File: src/core/camn_regs.vh
`ifndef CAMN_REGS_VH
`define CAMN_REGS_VH

// Register byte offsets.
`define CAMN_OFF_PICK     12'h000
`define CAMN_OFF_NOTIFY   12'h004
`define CAMN_OFF_LINE_INV 12'h008
`define CAMN_OFF_LINE_LVL 12'h00c
`define CAMN_OFF_STATUS   12'h010
`define CAMN_OFF_MASK     12'h014
`define CAMN_OFF_MSG_CNT  12'h018
`define CAMN_OFF_LOST_CNT 12'h01c

// Status bit positions.
`define CAMN_ST_SENT      0
`define CAMN_ST_LOST      1
`define CAMN_ST_W         2

// Notification enable encodings.
`define CAMN_NOTE_OFF     2'h0
`define CAMN_NOTE_ON      2'h1
`define CAMN_NOTE_LEGACY  2'h2

// Event type codes, also the selector values.
`define CAMN_EV_ACQ_TRIG   5'h00
`define CAMN_EV_ACQ_BEGIN  5'h01
`define CAMN_EV_ACQ_DONE   5'h02
`define CAMN_EV_ACQ_XBEGIN 5'h03
`define CAMN_EV_ACQ_XDONE  5'h04
`define CAMN_EV_ACQ_FAULT  5'h05
`define CAMN_EV_FRM_TRIG   5'h06
`define CAMN_EV_FRM_BEGIN  5'h07
`define CAMN_EV_FRM_DONE   5'h08
`define CAMN_EV_FRM_XBEGIN 5'h09
`define CAMN_EV_FRM_XDONE  5'h0a
`define CAMN_EV_EXP_BEGIN  5'h0b
`define CAMN_EV_EXP_DONE   5'h0c
`define CAMN_EV_CNT_BASE   5'h0d
`define CAMN_EV_TMR_BASE   5'h11
`define CAMN_EV_LINE_BASE  5'h15
`define CAMN_EV_ERROR      5'h1b
`define CAMN_EV_ERROR_OLD  5'h1c
`define CAMN_NUM_EV        29

// Sizes.
`define CAMN_NUM_CNT      2
`define CAMN_NUM_TMR      2
`define CAMN_NUM_LINE     2
`define CAMN_TS_W         32
`define CAMN_FID_W        16
`define CAMN_ECODE_W      8

`endif

File: src/core/camn_notifier.v
// Local design decisions: the APB slave port and the register offsets.
`timescale 1ns/100ps
`include "camn_regs.vh"

module camn_notifier (
  // Clock and reset.
  input  wire                      sys_clk,
  input  wire                      sys_rst,
  // APB slave.
  input  wire                      psel,
  input  wire                      penable,
  input  wire                      pwrite,
  input  wire [11:0]               paddr,
  input  wire [31:0]               pwdata,
  output reg  [31:0]               prdata,
  output reg                       pready,
  output reg                       pslverr,
  // Acquisition and frame occurrences, one-cycle pulses.
  input  wire                      acq_trigger,
  input  wire                      acq_begin,
  input  wire                      acq_done,
  input  wire                      acq_xfer_begin,
  input  wire                      acq_xfer_done,
  input  wire                      acquire_fault,
  input  wire                      frame_trigger,
  input  wire                      frame_begin,
  input  wire                      frame_done,
  input  wire                      frame_xfer_begin,
  input  wire                      frame_xfer_done,
  input  wire                      exposure_begin,
  input  wire                      exposure_done,
  // Counters and timers, bit 0 is number one.
  input  wire [`CAMN_NUM_CNT-1:0]  counter_begin,
  input  wire [`CAMN_NUM_CNT-1:0]  counter_done,
  input  wire [`CAMN_NUM_TMR-1:0]  timer_begin,
  input  wire [`CAMN_NUM_TMR-1:0]  timer_done,
  // Raw input lines, bit 0 is line zero.
  input  wire [`CAMN_NUM_LINE-1:0] line_in,
  // Error reporting.
  input  wire                      device_error,
  input  wire [`CAMN_ECODE_W-1:0]  error_code,
  // Current frame identifier from the acquisition path.
  input  wire [`CAMN_FID_W-1:0]    frame_identifier,
  // Message port toward the transport.
  input  wire                      msg_ready,
  output reg                       msg_valid,
  output reg  [4:0]                msg_type,
  output reg  [`CAMN_TS_W-1:0]     msg_timestamp,
  output reg  [`CAMN_FID_W-1:0]    msg_frame_id,
  output reg  [`CAMN_ECODE_W-1:0]  msg_data,
  // Interrupt and line levels.
  output reg                       irq,
  output reg  [`CAMN_NUM_LINE-1:0] line_level_view
);

  localparam NEV = `CAMN_NUM_EV;

  ////////////////////////////////////////////////////////////////////////////
  // Helpers.

  // Index of the lowest set bit, zero when none.
  function [4:0] first_set;
    input [NEV-1:0] v;
    integer k;
    begin
      first_set = 5'h00;
      for (k = NEV - 1; k >= 0; k = k - 1) begin
        if (v[k]) begin
          first_set = k[4:0];
        end
      end
    end
  endfunction

  // Selector value that names an implemented event type.
  function is_event;
    input [4:0] code;
    begin
      is_event = (code <= `CAMN_EV_ERROR_OLD);
    end
  endfunction

  ////////////////////////////////////////////////////////////////////////////
  // State.

  reg  [4:0]                event_type_pick_r;
  reg  [1:0]                notify_enable_r [0:NEV-1];
  reg  [`CAMN_NUM_LINE-1:0] line_inv_r;
  reg  [`CAMN_NUM_LINE-1:0] line_prev_r;
  reg                       line_armed_r;
  reg  [`CAMN_ST_W-1:0]     status_r;
  reg  [`CAMN_ST_W-1:0]     mask_r;
  reg  [15:0]               msg_cnt_r;
  reg  [15:0]               lost_cnt_r;
  reg  [`CAMN_TS_W-1:0]     ts_r;
  reg  [NEV-1:0]            pend_r;
  reg  [`CAMN_TS_W-1:0]     ev_ts_r [0:NEV-1];
  reg  [`CAMN_FID_W-1:0]    ev_fid_r [0:NEV-1];
  reg  [`CAMN_ECODE_W-1:0]  err_code_r;

  reg  [NEV-1:0]            hit;
  reg  [NEV-1:0]            enabled;
  reg  [NEV-1:0]            taken;
  reg  [NEV-1:0]            sent_vec;
  reg  [NEV-1:0]            pend_nxt;
  reg  [`CAMN_ST_W-1:0]     status_nxt;
  reg  [31:0]               rd_word;
  reg                       rd_hit;
  reg                       any_lost;
  wire [`CAMN_NUM_LINE-1:0] line_rise;
  wire [`CAMN_NUM_LINE-1:0] line_fall;
  wire                      apb_setup;
  wire                      apb_done;
  wire                      wr_done;
  wire                      rd_take;
  wire                      slot_free;
  wire                      send;
  wire [4:0]                send_idx;
  integer                   i;
  integer                   j;
  integer                   t;
  integer                   w;

  ////////////////////////////////////////////////////////////////////////////
  // Line edges, seen after the inverter like the level view.

  assign line_rise = line_level_view & ~line_prev_r;
  assign line_fall = ~line_level_view & line_prev_r;

  always @(posedge sys_clk) begin
    if (sys_rst) begin
      line_level_view <= {`CAMN_NUM_LINE{1'b0}};
      line_prev_r     <= {`CAMN_NUM_LINE{1'b0}};
      line_armed_r    <= 1'b0;
    end else begin
      line_level_view <= line_in ^ line_inv_r;
      // The first sample after reset seeds the history, so a line that is
      // already high does not report a false rising edge.
      line_prev_r     <= line_armed_r ? line_level_view : (line_in ^ line_inv_r);
      line_armed_r    <= 1'b1;
    end
  end

  ////////////////////////////////////////////////////////////////////////////
  // Occurrence vector, indexed by type code.

  always @* begin
    hit = {NEV{1'b0}};
    hit[`CAMN_EV_ACQ_TRIG]   = acq_trigger;
    hit[`CAMN_EV_ACQ_BEGIN]  = acq_begin;
    hit[`CAMN_EV_ACQ_DONE]   = acq_done;
    hit[`CAMN_EV_ACQ_XBEGIN] = acq_xfer_begin;
    hit[`CAMN_EV_ACQ_XDONE]  = acq_xfer_done;
    hit[`CAMN_EV_ACQ_FAULT]  = acquire_fault;
    hit[`CAMN_EV_FRM_TRIG]   = frame_trigger;
    hit[`CAMN_EV_FRM_BEGIN]  = frame_begin;
    hit[`CAMN_EV_FRM_DONE]   = frame_done;
    hit[`CAMN_EV_FRM_XBEGIN] = frame_xfer_begin;
    hit[`CAMN_EV_FRM_XDONE]  = frame_xfer_done;
    hit[`CAMN_EV_EXP_BEGIN]  = exposure_begin;
    hit[`CAMN_EV_EXP_DONE]   = exposure_done;
    // Counter n begin at base+2(n-1), done right after it.
    for (i = 0; i < `CAMN_NUM_CNT; i = i + 1) begin
      hit[`CAMN_EV_CNT_BASE + 2*i]     = counter_begin[i];
      hit[`CAMN_EV_CNT_BASE + 2*i + 1] = counter_done[i];
    end
    for (i = 0; i < `CAMN_NUM_TMR; i = i + 1) begin
      hit[`CAMN_EV_TMR_BASE + 2*i]     = timer_begin[i];
      hit[`CAMN_EV_TMR_BASE + 2*i + 1] = timer_done[i];
    end
    // Line n has rising, falling, either at base+3n.
    for (i = 0; i < `CAMN_NUM_LINE; i = i + 1) begin
      hit[`CAMN_EV_LINE_BASE + 3*i]     = line_rise[i];
      hit[`CAMN_EV_LINE_BASE + 3*i + 1] = line_fall[i];
      hit[`CAMN_EV_LINE_BASE + 3*i + 2] = line_rise[i] | line_fall[i];
    end
    hit[`CAMN_EV_ERROR]     = device_error;
    hit[`CAMN_EV_ERROR_OLD] = device_error;
  end

  ////////////////////////////////////////////////////////////////////////////
  // Gating and pending set.

  // One message slot; it frees when the transport takes the message.
  assign slot_free = ~msg_valid | msg_ready;
  assign send      = slot_free & (|pend_r);
  assign send_idx  = first_set(pend_r);

  always @* begin
    enabled  = {NEV{1'b0}};
    sent_vec = {NEV{1'b0}};
    for (j = 0; j < NEV; j = j + 1) begin
      // Legacy value counts as on as well.
      enabled[j] = (notify_enable_r[j] != `CAMN_NOTE_OFF);
    end
    if (send) begin
      sent_vec[send_idx] = 1'b1;
    end
    // Occurrences of disabled types are dropped here.
    taken    = hit & enabled;
    // A fresh occurrence wins over the clear of its own pending bit.
    pend_nxt = (pend_r & ~sent_vec) | taken;
    any_lost = |(hit & enabled & pend_r & ~sent_vec);
  end

  always @(posedge sys_clk) begin
    if (sys_rst) begin
      pend_r     <= {NEV{1'b0}};
      ts_r       <= {`CAMN_TS_W{1'b0}};
      err_code_r <= {`CAMN_ECODE_W{1'b0}};
    end else begin
      pend_r <= pend_nxt;
      ts_r   <= ts_r + 1'b1;
      if (device_error) begin
        err_code_r <= error_code;
      end
    end
  end

  // Time and frame of each occurrence, kept per type until sent.
  always @(posedge sys_clk) begin
    for (t = 0; t < NEV; t = t + 1) begin
      if (sys_rst) begin
        ev_ts_r[t]  <= {`CAMN_TS_W{1'b0}};
        ev_fid_r[t] <= {`CAMN_FID_W{1'b0}};
      end else if (taken[t] & (~pend_r[t] | sent_vec[t])) begin
        ev_ts_r[t]  <= ts_r;
        ev_fid_r[t] <= frame_identifier;
      end
    end
  end

  ////////////////////////////////////////////////////////////////////////////
  // Message port.

  always @(posedge sys_clk) begin
    if (sys_rst) begin
      msg_valid     <= 1'b0;
      msg_type      <= 5'h00;
      msg_timestamp <= {`CAMN_TS_W{1'b0}};
      msg_frame_id  <= {`CAMN_FID_W{1'b0}};
      msg_data      <= {`CAMN_ECODE_W{1'b0}};
    end else if (send) begin
      msg_valid     <= 1'b1;
      msg_type      <= send_idx;
      msg_timestamp <= ev_ts_r[send_idx];
      msg_frame_id  <= ev_fid_r[send_idx];
      if ((send_idx == `CAMN_EV_ERROR) || (send_idx == `CAMN_EV_ERROR_OLD)) begin
        msg_data <= err_code_r;
      end else begin
        msg_data <= {`CAMN_ECODE_W{1'b0}};
      end
    end else if (msg_ready) begin
      msg_valid <= 1'b0;
    end
  end

  ////////////////////////////////////////////////////////////////////////////
  // APB slave: setup, one wait cycle, then completion with pready.

  assign apb_setup = psel & penable & ~pready;
  assign apb_done  = psel & penable & pready;
  assign wr_done   = apb_done & pwrite;
  // Status clears at the edge that captures it, so no later set is lost.
  assign rd_take   = apb_setup & ~pwrite;

  always @* begin
    rd_word = 32'h0000_0000;
    rd_hit  = 1'b1;
    case (paddr)
      `CAMN_OFF_PICK: begin
        rd_word[4:0] = event_type_pick_r;
      end
      `CAMN_OFF_NOTIFY: begin
        if (is_event(event_type_pick_r)) begin
          rd_word[1:0] = notify_enable_r[event_type_pick_r];
        end
      end
      `CAMN_OFF_LINE_INV: begin
        rd_word[`CAMN_NUM_LINE-1:0] = line_inv_r;
      end
      `CAMN_OFF_LINE_LVL: begin
        rd_word[`CAMN_NUM_LINE-1:0] = line_level_view;
      end
      `CAMN_OFF_STATUS: begin
        rd_word[`CAMN_ST_W-1:0] = status_r;
      end
      `CAMN_OFF_MASK: begin
        rd_word[`CAMN_ST_W-1:0] = mask_r;
      end
      `CAMN_OFF_MSG_CNT: begin
        rd_word[15:0] = msg_cnt_r;
      end
      `CAMN_OFF_LOST_CNT: begin
        rd_word[15:0] = lost_cnt_r;
      end
      default: begin
        rd_hit = 1'b0;
      end
    endcase
  end

  always @(posedge sys_clk) begin
    if (sys_rst) begin
      pready  <= 1'b0;
      prdata  <= 32'h0000_0000;
      pslverr <= 1'b0;
    end else begin
      pready  <= apb_setup;
      if (apb_setup) begin
        prdata  <= pwrite ? 32'h0000_0000 : rd_word;
        pslverr <= ~rd_hit;
      end else begin
        prdata  <= 32'h0000_0000;
        pslverr <= 1'b0;
      end
    end
  end

  ////////////////////////////////////////////////////////////////////////////
  // Writable registers.

  always @(posedge sys_clk) begin
    if (sys_rst) begin
      event_type_pick_r <= 5'h00;
      line_inv_r        <= {`CAMN_NUM_LINE{1'b0}};
      mask_r            <= {`CAMN_ST_W{1'b0}};
      for (w = 0; w < NEV; w = w + 1) begin
        notify_enable_r[w] <= `CAMN_NOTE_OFF;
      end
    end else if (wr_done) begin
      case (paddr)
        `CAMN_OFF_PICK: begin
          event_type_pick_r <= pwdata[4:0];
        end
        `CAMN_OFF_NOTIFY: begin
          // Only implemented types and defined values are stored.
          if (is_event(event_type_pick_r) && (pwdata[1:0] != 2'h3)) begin
            notify_enable_r[event_type_pick_r] <= pwdata[1:0];
          end
        end
        `CAMN_OFF_LINE_INV: begin
          line_inv_r <= pwdata[`CAMN_NUM_LINE-1:0];
        end
        `CAMN_OFF_MASK: begin
          mask_r <= pwdata[`CAMN_ST_W-1:0];
        end
        default: begin
          mask_r <= mask_r;
        end
      endcase
    end
  end

  ////////////////////////////////////////////////////////////////////////////
  // Status, counters and interrupt.

  always @* begin
    status_nxt = status_r;
    if (rd_take && (paddr == `CAMN_OFF_STATUS)) begin
      status_nxt = {`CAMN_ST_W{1'b0}};
    end
    // New events win over the read clear.
    if (send) begin
      status_nxt[`CAMN_ST_SENT] = 1'b1;
    end
    if (any_lost) begin
      status_nxt[`CAMN_ST_LOST] = 1'b1;
    end
  end

  always @(posedge sys_clk) begin
    if (sys_rst) begin
      status_r   <= {`CAMN_ST_W{1'b0}};
      msg_cnt_r  <= 16'h0000;
      lost_cnt_r <= 16'h0000;
      irq        <= 1'b0;
    end else begin
      status_r <= status_nxt;
      irq      <= |(status_nxt & mask_r);
      if (send) begin
        msg_cnt_r <= msg_cnt_r + 16'h0001;
      end
      if (any_lost) begin
        lost_cnt_r <= lost_cnt_r + 16'h0001;
      end
    end
  end

endmodule // camn_notifier

File: config.mk
export PLATFORM = sky130hd
export DESIGN_NAME = camn_notifier
export DESIGN_NICKNAME = d
export VERILOG_FILES = /design/src/core/camn_notifier.v
export VERILOG_INCLUDE_DIRS = /design/src /design/src/core
export SDC_FILE = /design/constraint.sdc
export NUM_CORES = 2
export LEC_CHECK = 0
export ABC_AREA = 1
export BUFFER_PORTS_ARGS = -buffer_cell sky130_fd_sc_hd__buf_4
export CAP_MARGIN = 20
export CORE_UTILIZATION = 47
export DETAILED_ROUTE_END_ITERATION = 16
export PLACE_DENSITY = 0.64
export RECOVER_POWER = 25
export SLEW_MARGIN = 40
export SYNTH_ARGS = -nofsm -noshare
export SYNTH_HDL_FRONTEND = slang
export SYNTH_SLANG_ARGS = --single-unit
File: constraint.sdc
create_clock -name sys_clk -period 7.61 [get_ports sys_clk]
set_input_delay 0.3805 -clock sys_clk [delete_from_list [all_inputs] [get_ports sys_clk]]
set_output_delay 0.3805 -clock sys_clk [all_outputs]
set_load 0.01 [all_outputs]
* After elaboration in Yosys (flattened, before gate mapping) *
Memories as Yosys holds them, arrays and structs flattened. A register that Yosys moved wholly into a read port is not among the register bits.
Index checks and enable logic that the tools add are counted.

cells by class
  $add $sub $neg = 3
  multiply operators = 0
  div/mod/pow operators = 0
  magnitude comparators = 3
  equal/unequal tests = 10
  shift operators = 0
  multiplexer cells = 202
  bitwise operators = 171
  reductions and logical operators = 45

operators by type and width
  kind                                                                    count
  32-bit 2-to-1 mux                                                       29
  16-bit 2-to-1 mux                                                       29
  5-bit 2-to-1 mux                                                        32
  29-bit bitwise AND                                                      4
  1-bit 2-to-1 mux                                                        102
  1-bit OR                                                                90
  2-bit nonzero test                                                      30
  29-bit OR reduction                                                     2
  12-bit by 5-bit equality test with 1-bit output, second input constant  4
  1-bit bitwise AND                                                       35
  1-bit inverter                                                          34
  16-bit by 1-bit adder with 16-bit output, second input constant         2
  32-bit by 1-bit adder with 32-bit output, second input constant         1
  29-bit 2-to-1 mux                                                       1
  29-bit inverter                                                         1
  29-bit OR                                                               1
  12-bit by 4-bit equality test with 1-bit output, second input constant  2
  11-bit one-hot mux with 2 select lines                                  1
  2-bit one-hot mux with 8 select lines                                   1
  12-bit by 3-bit equality test with 1-bit output, second input constant  1
  12-bit zero test                                                        1
  5-bit equality test, second input constant                              2
  3-bit one-hot mux with 3 select lines                                   1
  2-bit 2-to-1 mux                                                        4
  other kinds (15)                                                        24

storage, ports and cells
  bits in registers = 166
  bits in latches = 0
  bits in writable memories = 1450
  ROM bits = 0
  output and inout port bits = 99
  logic and storage cells = 457
  memories kept = 3

memories
  memory           depth  width  rd ports  clocked after memory_dff  wr ports  line                text
  ev_ts_r          29     32     1         1                         29        camn_notifier.v:97  reg [`CAMN_TS_W-1:0] ev_ts_r [0:NEV-1];
  ev_fid_r         29     16     1         1                         29        camn_notifier.v:98  reg [`CAMN_FID_W-1:0] ev_fid_r [0:NEV-1];
  notify_enable_r  29     2      30        1                         29        camn_notifier.v:87  reg [1:0] notify_enable_r [0:NEV-1];

* Depth between registers and ports, before layout *
  depth in word-level cells = 40
  depth in mapped cells = 41
  depth with buffers taken out = 40

* Worst setup path before layout *
OpenSTA, ideal clock, no wires.

  path type = reg2reg
  start = register pend_r[24]
  end = memory ev_fid_r[18][0] in the netlist's numbering, enable pin
  setup time = 0.520 ns
  arrival = 5.293 ns
  data required time = 7.090 ns
  path slack = 1.797 ns
  cell stages (with the launch flop) = 21
  buffers on the path = 1
  cell sequence = dfxtp_1 > nor2_1 > inv_1 > o211ai_1 > nand3_1 > nand3_1 > nand3_1 > nand3_1 > nand2_1 > nand2_1 > nand2_1 > nand2_1 > nand2_1 > nand3_1 > nand3_4 > inv_2 > buf_4 > nand4_1 > nand2_1 > inv_1 > o21ai_0

RTL lines
  element                 line                 text
  start, declared         camn_notifier.v:96   reg [NEV-1:0] pend_r;
  start signal, assigned  camn_notifier.v:208  pend_r <= {NEV{1'b0}};
  start signal, assigned  camn_notifier.v:212  pend_r <= pend_nxt;
  end, declared           camn_notifier.v:98

* Worst setup path after layout *
  start = input port sys_rst
  end = register msg_frame_id[3], read port of ev_fid_r

RTL lines
  element          line                text
  start, declared  camn_notifier.v:8   input wire sys_rst,
  end, declared    camn_notifier.v:49  output reg [`CAMN_FID_W-1:0] msg_frame_id,

No word-level cell between the ends.

==> metrics.yaml <==
run_status:
  outcome: "finished with violations"
  violations: "capacitance limit, slew limit"
synthesis:
  synth.distinct_cells: 47
  synthAdderAreaFrac_pct: 0.119
  synth_area_leaders: "edfxtp_1 59%, nand2_1 11%, nor2_1 10%"
  ys.flop_type: "edfxtp_1"
  synthMuxAreaShare_pct: 0.217
  synthArstFlopShare_pct: 0
  avgSynthCellArea_um2: 9.28
  ys_ff_latch: 1659
  synth.most_common_cell: "nand2_1"
  synth_cells: 7955
  synth_xor_area_share_pct: 0.190
  synth_top_area_cell: "edfxtp_1"
  synth_top_family_by_area: "simple AND/OR/NAND/NOR gates"
  syn_area_um2: 73800
  yosysSeqAreaShare_pct: 64.7
  yosys.area_share.simple_pct: 25.7
  synth.top_cell.area_share_pct: 59.2
  ys.warnings.count: 0
  synth_compound_area_share_pct: 3.58
  synth-edff-count: 1456
  synth.top_cells.by_count: "2106 x nand2_1, 1999 x nor2_1, 1456 x edfxtp_1"
sta:
  period_share_pct: 83.3
  whs_ps: 47.0
  period_needed_ps: 6340
  finalHoldViolCount: 0
  final.setup_skew_ps: 48.9
  slew_headroom_pct: -175
  tns_ps: 0
  worst_slew_pin_slew_ps: 4120
  setup_viol: 0
  rsz0062_at_grt: "no"
  timing.fmax_mhz: 158
  drv_slew: 716
grt:
  grt_pass1_wl_um: 347000
  use_met3_pct: 6.13
  first_global_vias: 54179
  antenna_found_initial: 1
  use_met1_pct: 39.8
  gr-total-overflow: 0
  grt.met2_usage_pct: 47.7
  grt_start_max_net_pins: 118
  track_usage_pct: 29.9
  grt-busiest-layer: "met2"
floorplan:
  initial_core_util_pct: 47.3
  io_pins: 197
  die_area_um2: 159000
  die_x_um: 398
  fp.dieH_um: 398
  fp-row-count: 145
  core-area_um2: 156000
route:
  drt-total-wl_um: 239000
  vias: 56793
  drc: 0
  drt_first_pass_iters: 6
  avgViaCountPerCell: 5.62
  ant_nets: 0
  detail_route.wl_per_cell_um: 23.6
  dr.first_iter.drc_count: 6643
clock_network:
  cts_resized: 0
  clkSinkCount: 1659
  cts_root_buffer: "clkbuf_16"
  clock_latency_ps: 810
  cts_buffers: 173
  clk_pin_slew_worst_paths_ps: 70
  h-tree-depth: 4
  cts_tree: "done"
  ctsLongestPathBuffers: 3
worst_setup_path:
  path_class: "in -> reg"
  worstPathRequired_ps: 8120
  crit_fanout: 59
  start_kind: "input pin"
  cp-end-kind: "flip-flop"
  cp.arrival_ps: 6850
run:
  cap_violations: 19
finish:
  num_antenna_cells: 0
  synthToLayoutAreaGrowth_pct: 11.8
  fillerInstances: 13990
  drive_gt1_share_pct: 6.81
  fin_nets: 8006
power:
  pwr_density_cell_nw_per_um2: 270
  vdd_ir_drop_max_mv: 0.248
  power.leakage_nw: 32.0
placed_design:
  place_hpwl_um: 129000
  gp_congestion: 0.892
  port_buffers: 153
hold_path:
  hold_class: "in -> reg"
## timing repair
item	CTS	global route
setup buffers	0	0
endpoints found under the hold margin	55	0
hold buffers	33	0
## layout by cell type, fill, tap and decap left out, types with 5 or more instances in the layout
cell,synthesis,routed
nand2_1,2106,2083
nor2_1,1999,1995
edfxtp_1,1456,1456
nand3_1,459,436
inv_1,425,400
a21oi_1,245,246
dfxtp_1,203,202
clkbuf_16,0,178
clkbuf_1,392,156
buf_4,22,148
o21ai_0,144,142
nand4_1,65,65
nand3b_1,52,52
a21boi_0,48,48
nor3_1,34,33
dlygate4sd3_1,0,33
clkinv_1,7,32
inv_2,10,30
buf_12,0,26
clkinv_2,0,24
buf_6,1,23
nand2_2,3,22
nand3_2,0,22
conb_1,1,22
clkbuf_8,0,18
mux2i_1,16,16
xor2_1,15,15
nor4_1,13,14
a22oi_1,11,11
o22ai_1,10,10
ha_1,7,7
clkbuf_2,0,7
nand2_4,3,6
nor2_4,2,6
bufinv_16,0,6
inv_6,0,5
o21ai_1,6,5
o221ai_1,5,5
## cells by family (layout without fill, tap and decap cells)
| logic type | Yosys count | count (layout) |
|---|---|---|
| AO/OA/AOI/OAI | 484 | 484 |
| XOR/XNOR | 16 | 16 |
| adder cells (fa/ha/maj) | 7 | 7 |
| buffers and inverters | 1024 | 1099 |
| flip-flops | 1659 | 1659 |
| multiplexers | 16 | 16 |
| other | 1 | 22 |
| AND/OR/NAND/NOR | 4748 | 4748 |
## per-stage QoR
| stage | instance area [µm²] | setup WS, ps | cells | utilization (%) | total power, mW |
|---|---|---|---|---|---|
| final | 82500 | 1270 | 10109 | 52.9 | 22.3 |
| after global routing | 82500 | 1170 | 10109 | 52.9 | 23.0 |
| after CTS | 82900 | 2560 | 10106 | 53.1 | 22.4 |
| after detailed placement | 77100 | 2580 | 9748 | 49.4 | 14.2 |
| after global placement | 76900 | 2400 | 9744 | 49.3 | 14.1 |
| after floorplan | 73900 | 1800 | 7976 | - | 12.7 |
## per-layer routing
layer	up-vias	routed length, µm
met5	-	0
met4	0	10300
met3	566	28500
met2	3296	108000
met1	27214	91500
li1	25717	-
## flip-flops by register name, summed over array words and instances, names as in the netlist, 2 cells and up, named ones only
name	flops
status_r	2
msg_frame_id	16
ev_ts_r	928
prdata	16
msg_timestamp	32
notify_enable_r	64
msg_type	5
msg_data	8
line_inv_r	2
line_level_view	2
line_prev_r	2
ts_r	32
mask_r	2
err_code_r	8
event_type_pick_r	5
ev_fid_r	464
msg_cnt_r	16
pend_r	29
lost_cnt_r	16
## area by class of cell
| class | instances | area (µm²) | area share (%) |
|---|---|---|---|
| well taps | 2058 | 2570 | 3.12 |
| multi-input cells | 5293 | 22300 | 27.0 |
| clock buffers | 259 | 4940 | 5.98 |
| inverters | 442 | 1680 | 2.04 |
| clock inverters | 66 | 568 | 0.688 |
| repair buffers | 332 | 2660 | 3.22 |
| flip-flops and latches | 1659 | 47800 | 57.9 |
## critical path, stage by stage
cell	delay (ps)
dlygate4sd3_1	530
clkbuf_1	1070
clkbuf_1	1500
clkbuf_1	2980
nor2_1	260
## power breakdown
group          internal, mW  total (mW)  switching, mW  leakage (nW)
combinational         0.819        3.38           2.56          12.2
sequential             10.4        10.6          0.195          17.1
clock                  4.70        8.29           3.59          2.69
total                  16.0        22.3           6.34          32.0
## final timing paths
check	end	from	slack (ps)	cells past startpoint
max	msg_frame_id[3]	sys_rst	1270	5
min	pend_r[10]	frame_xfer_done	50	3
max reg2reg	ev_fid_r[6][7]	pend_r[25]	1390	21
min reg2reg	msg_cnt_r[15]	msg_cnt_r[15]	450	1
Note: power is estimated with default switching activity, not from simulation.
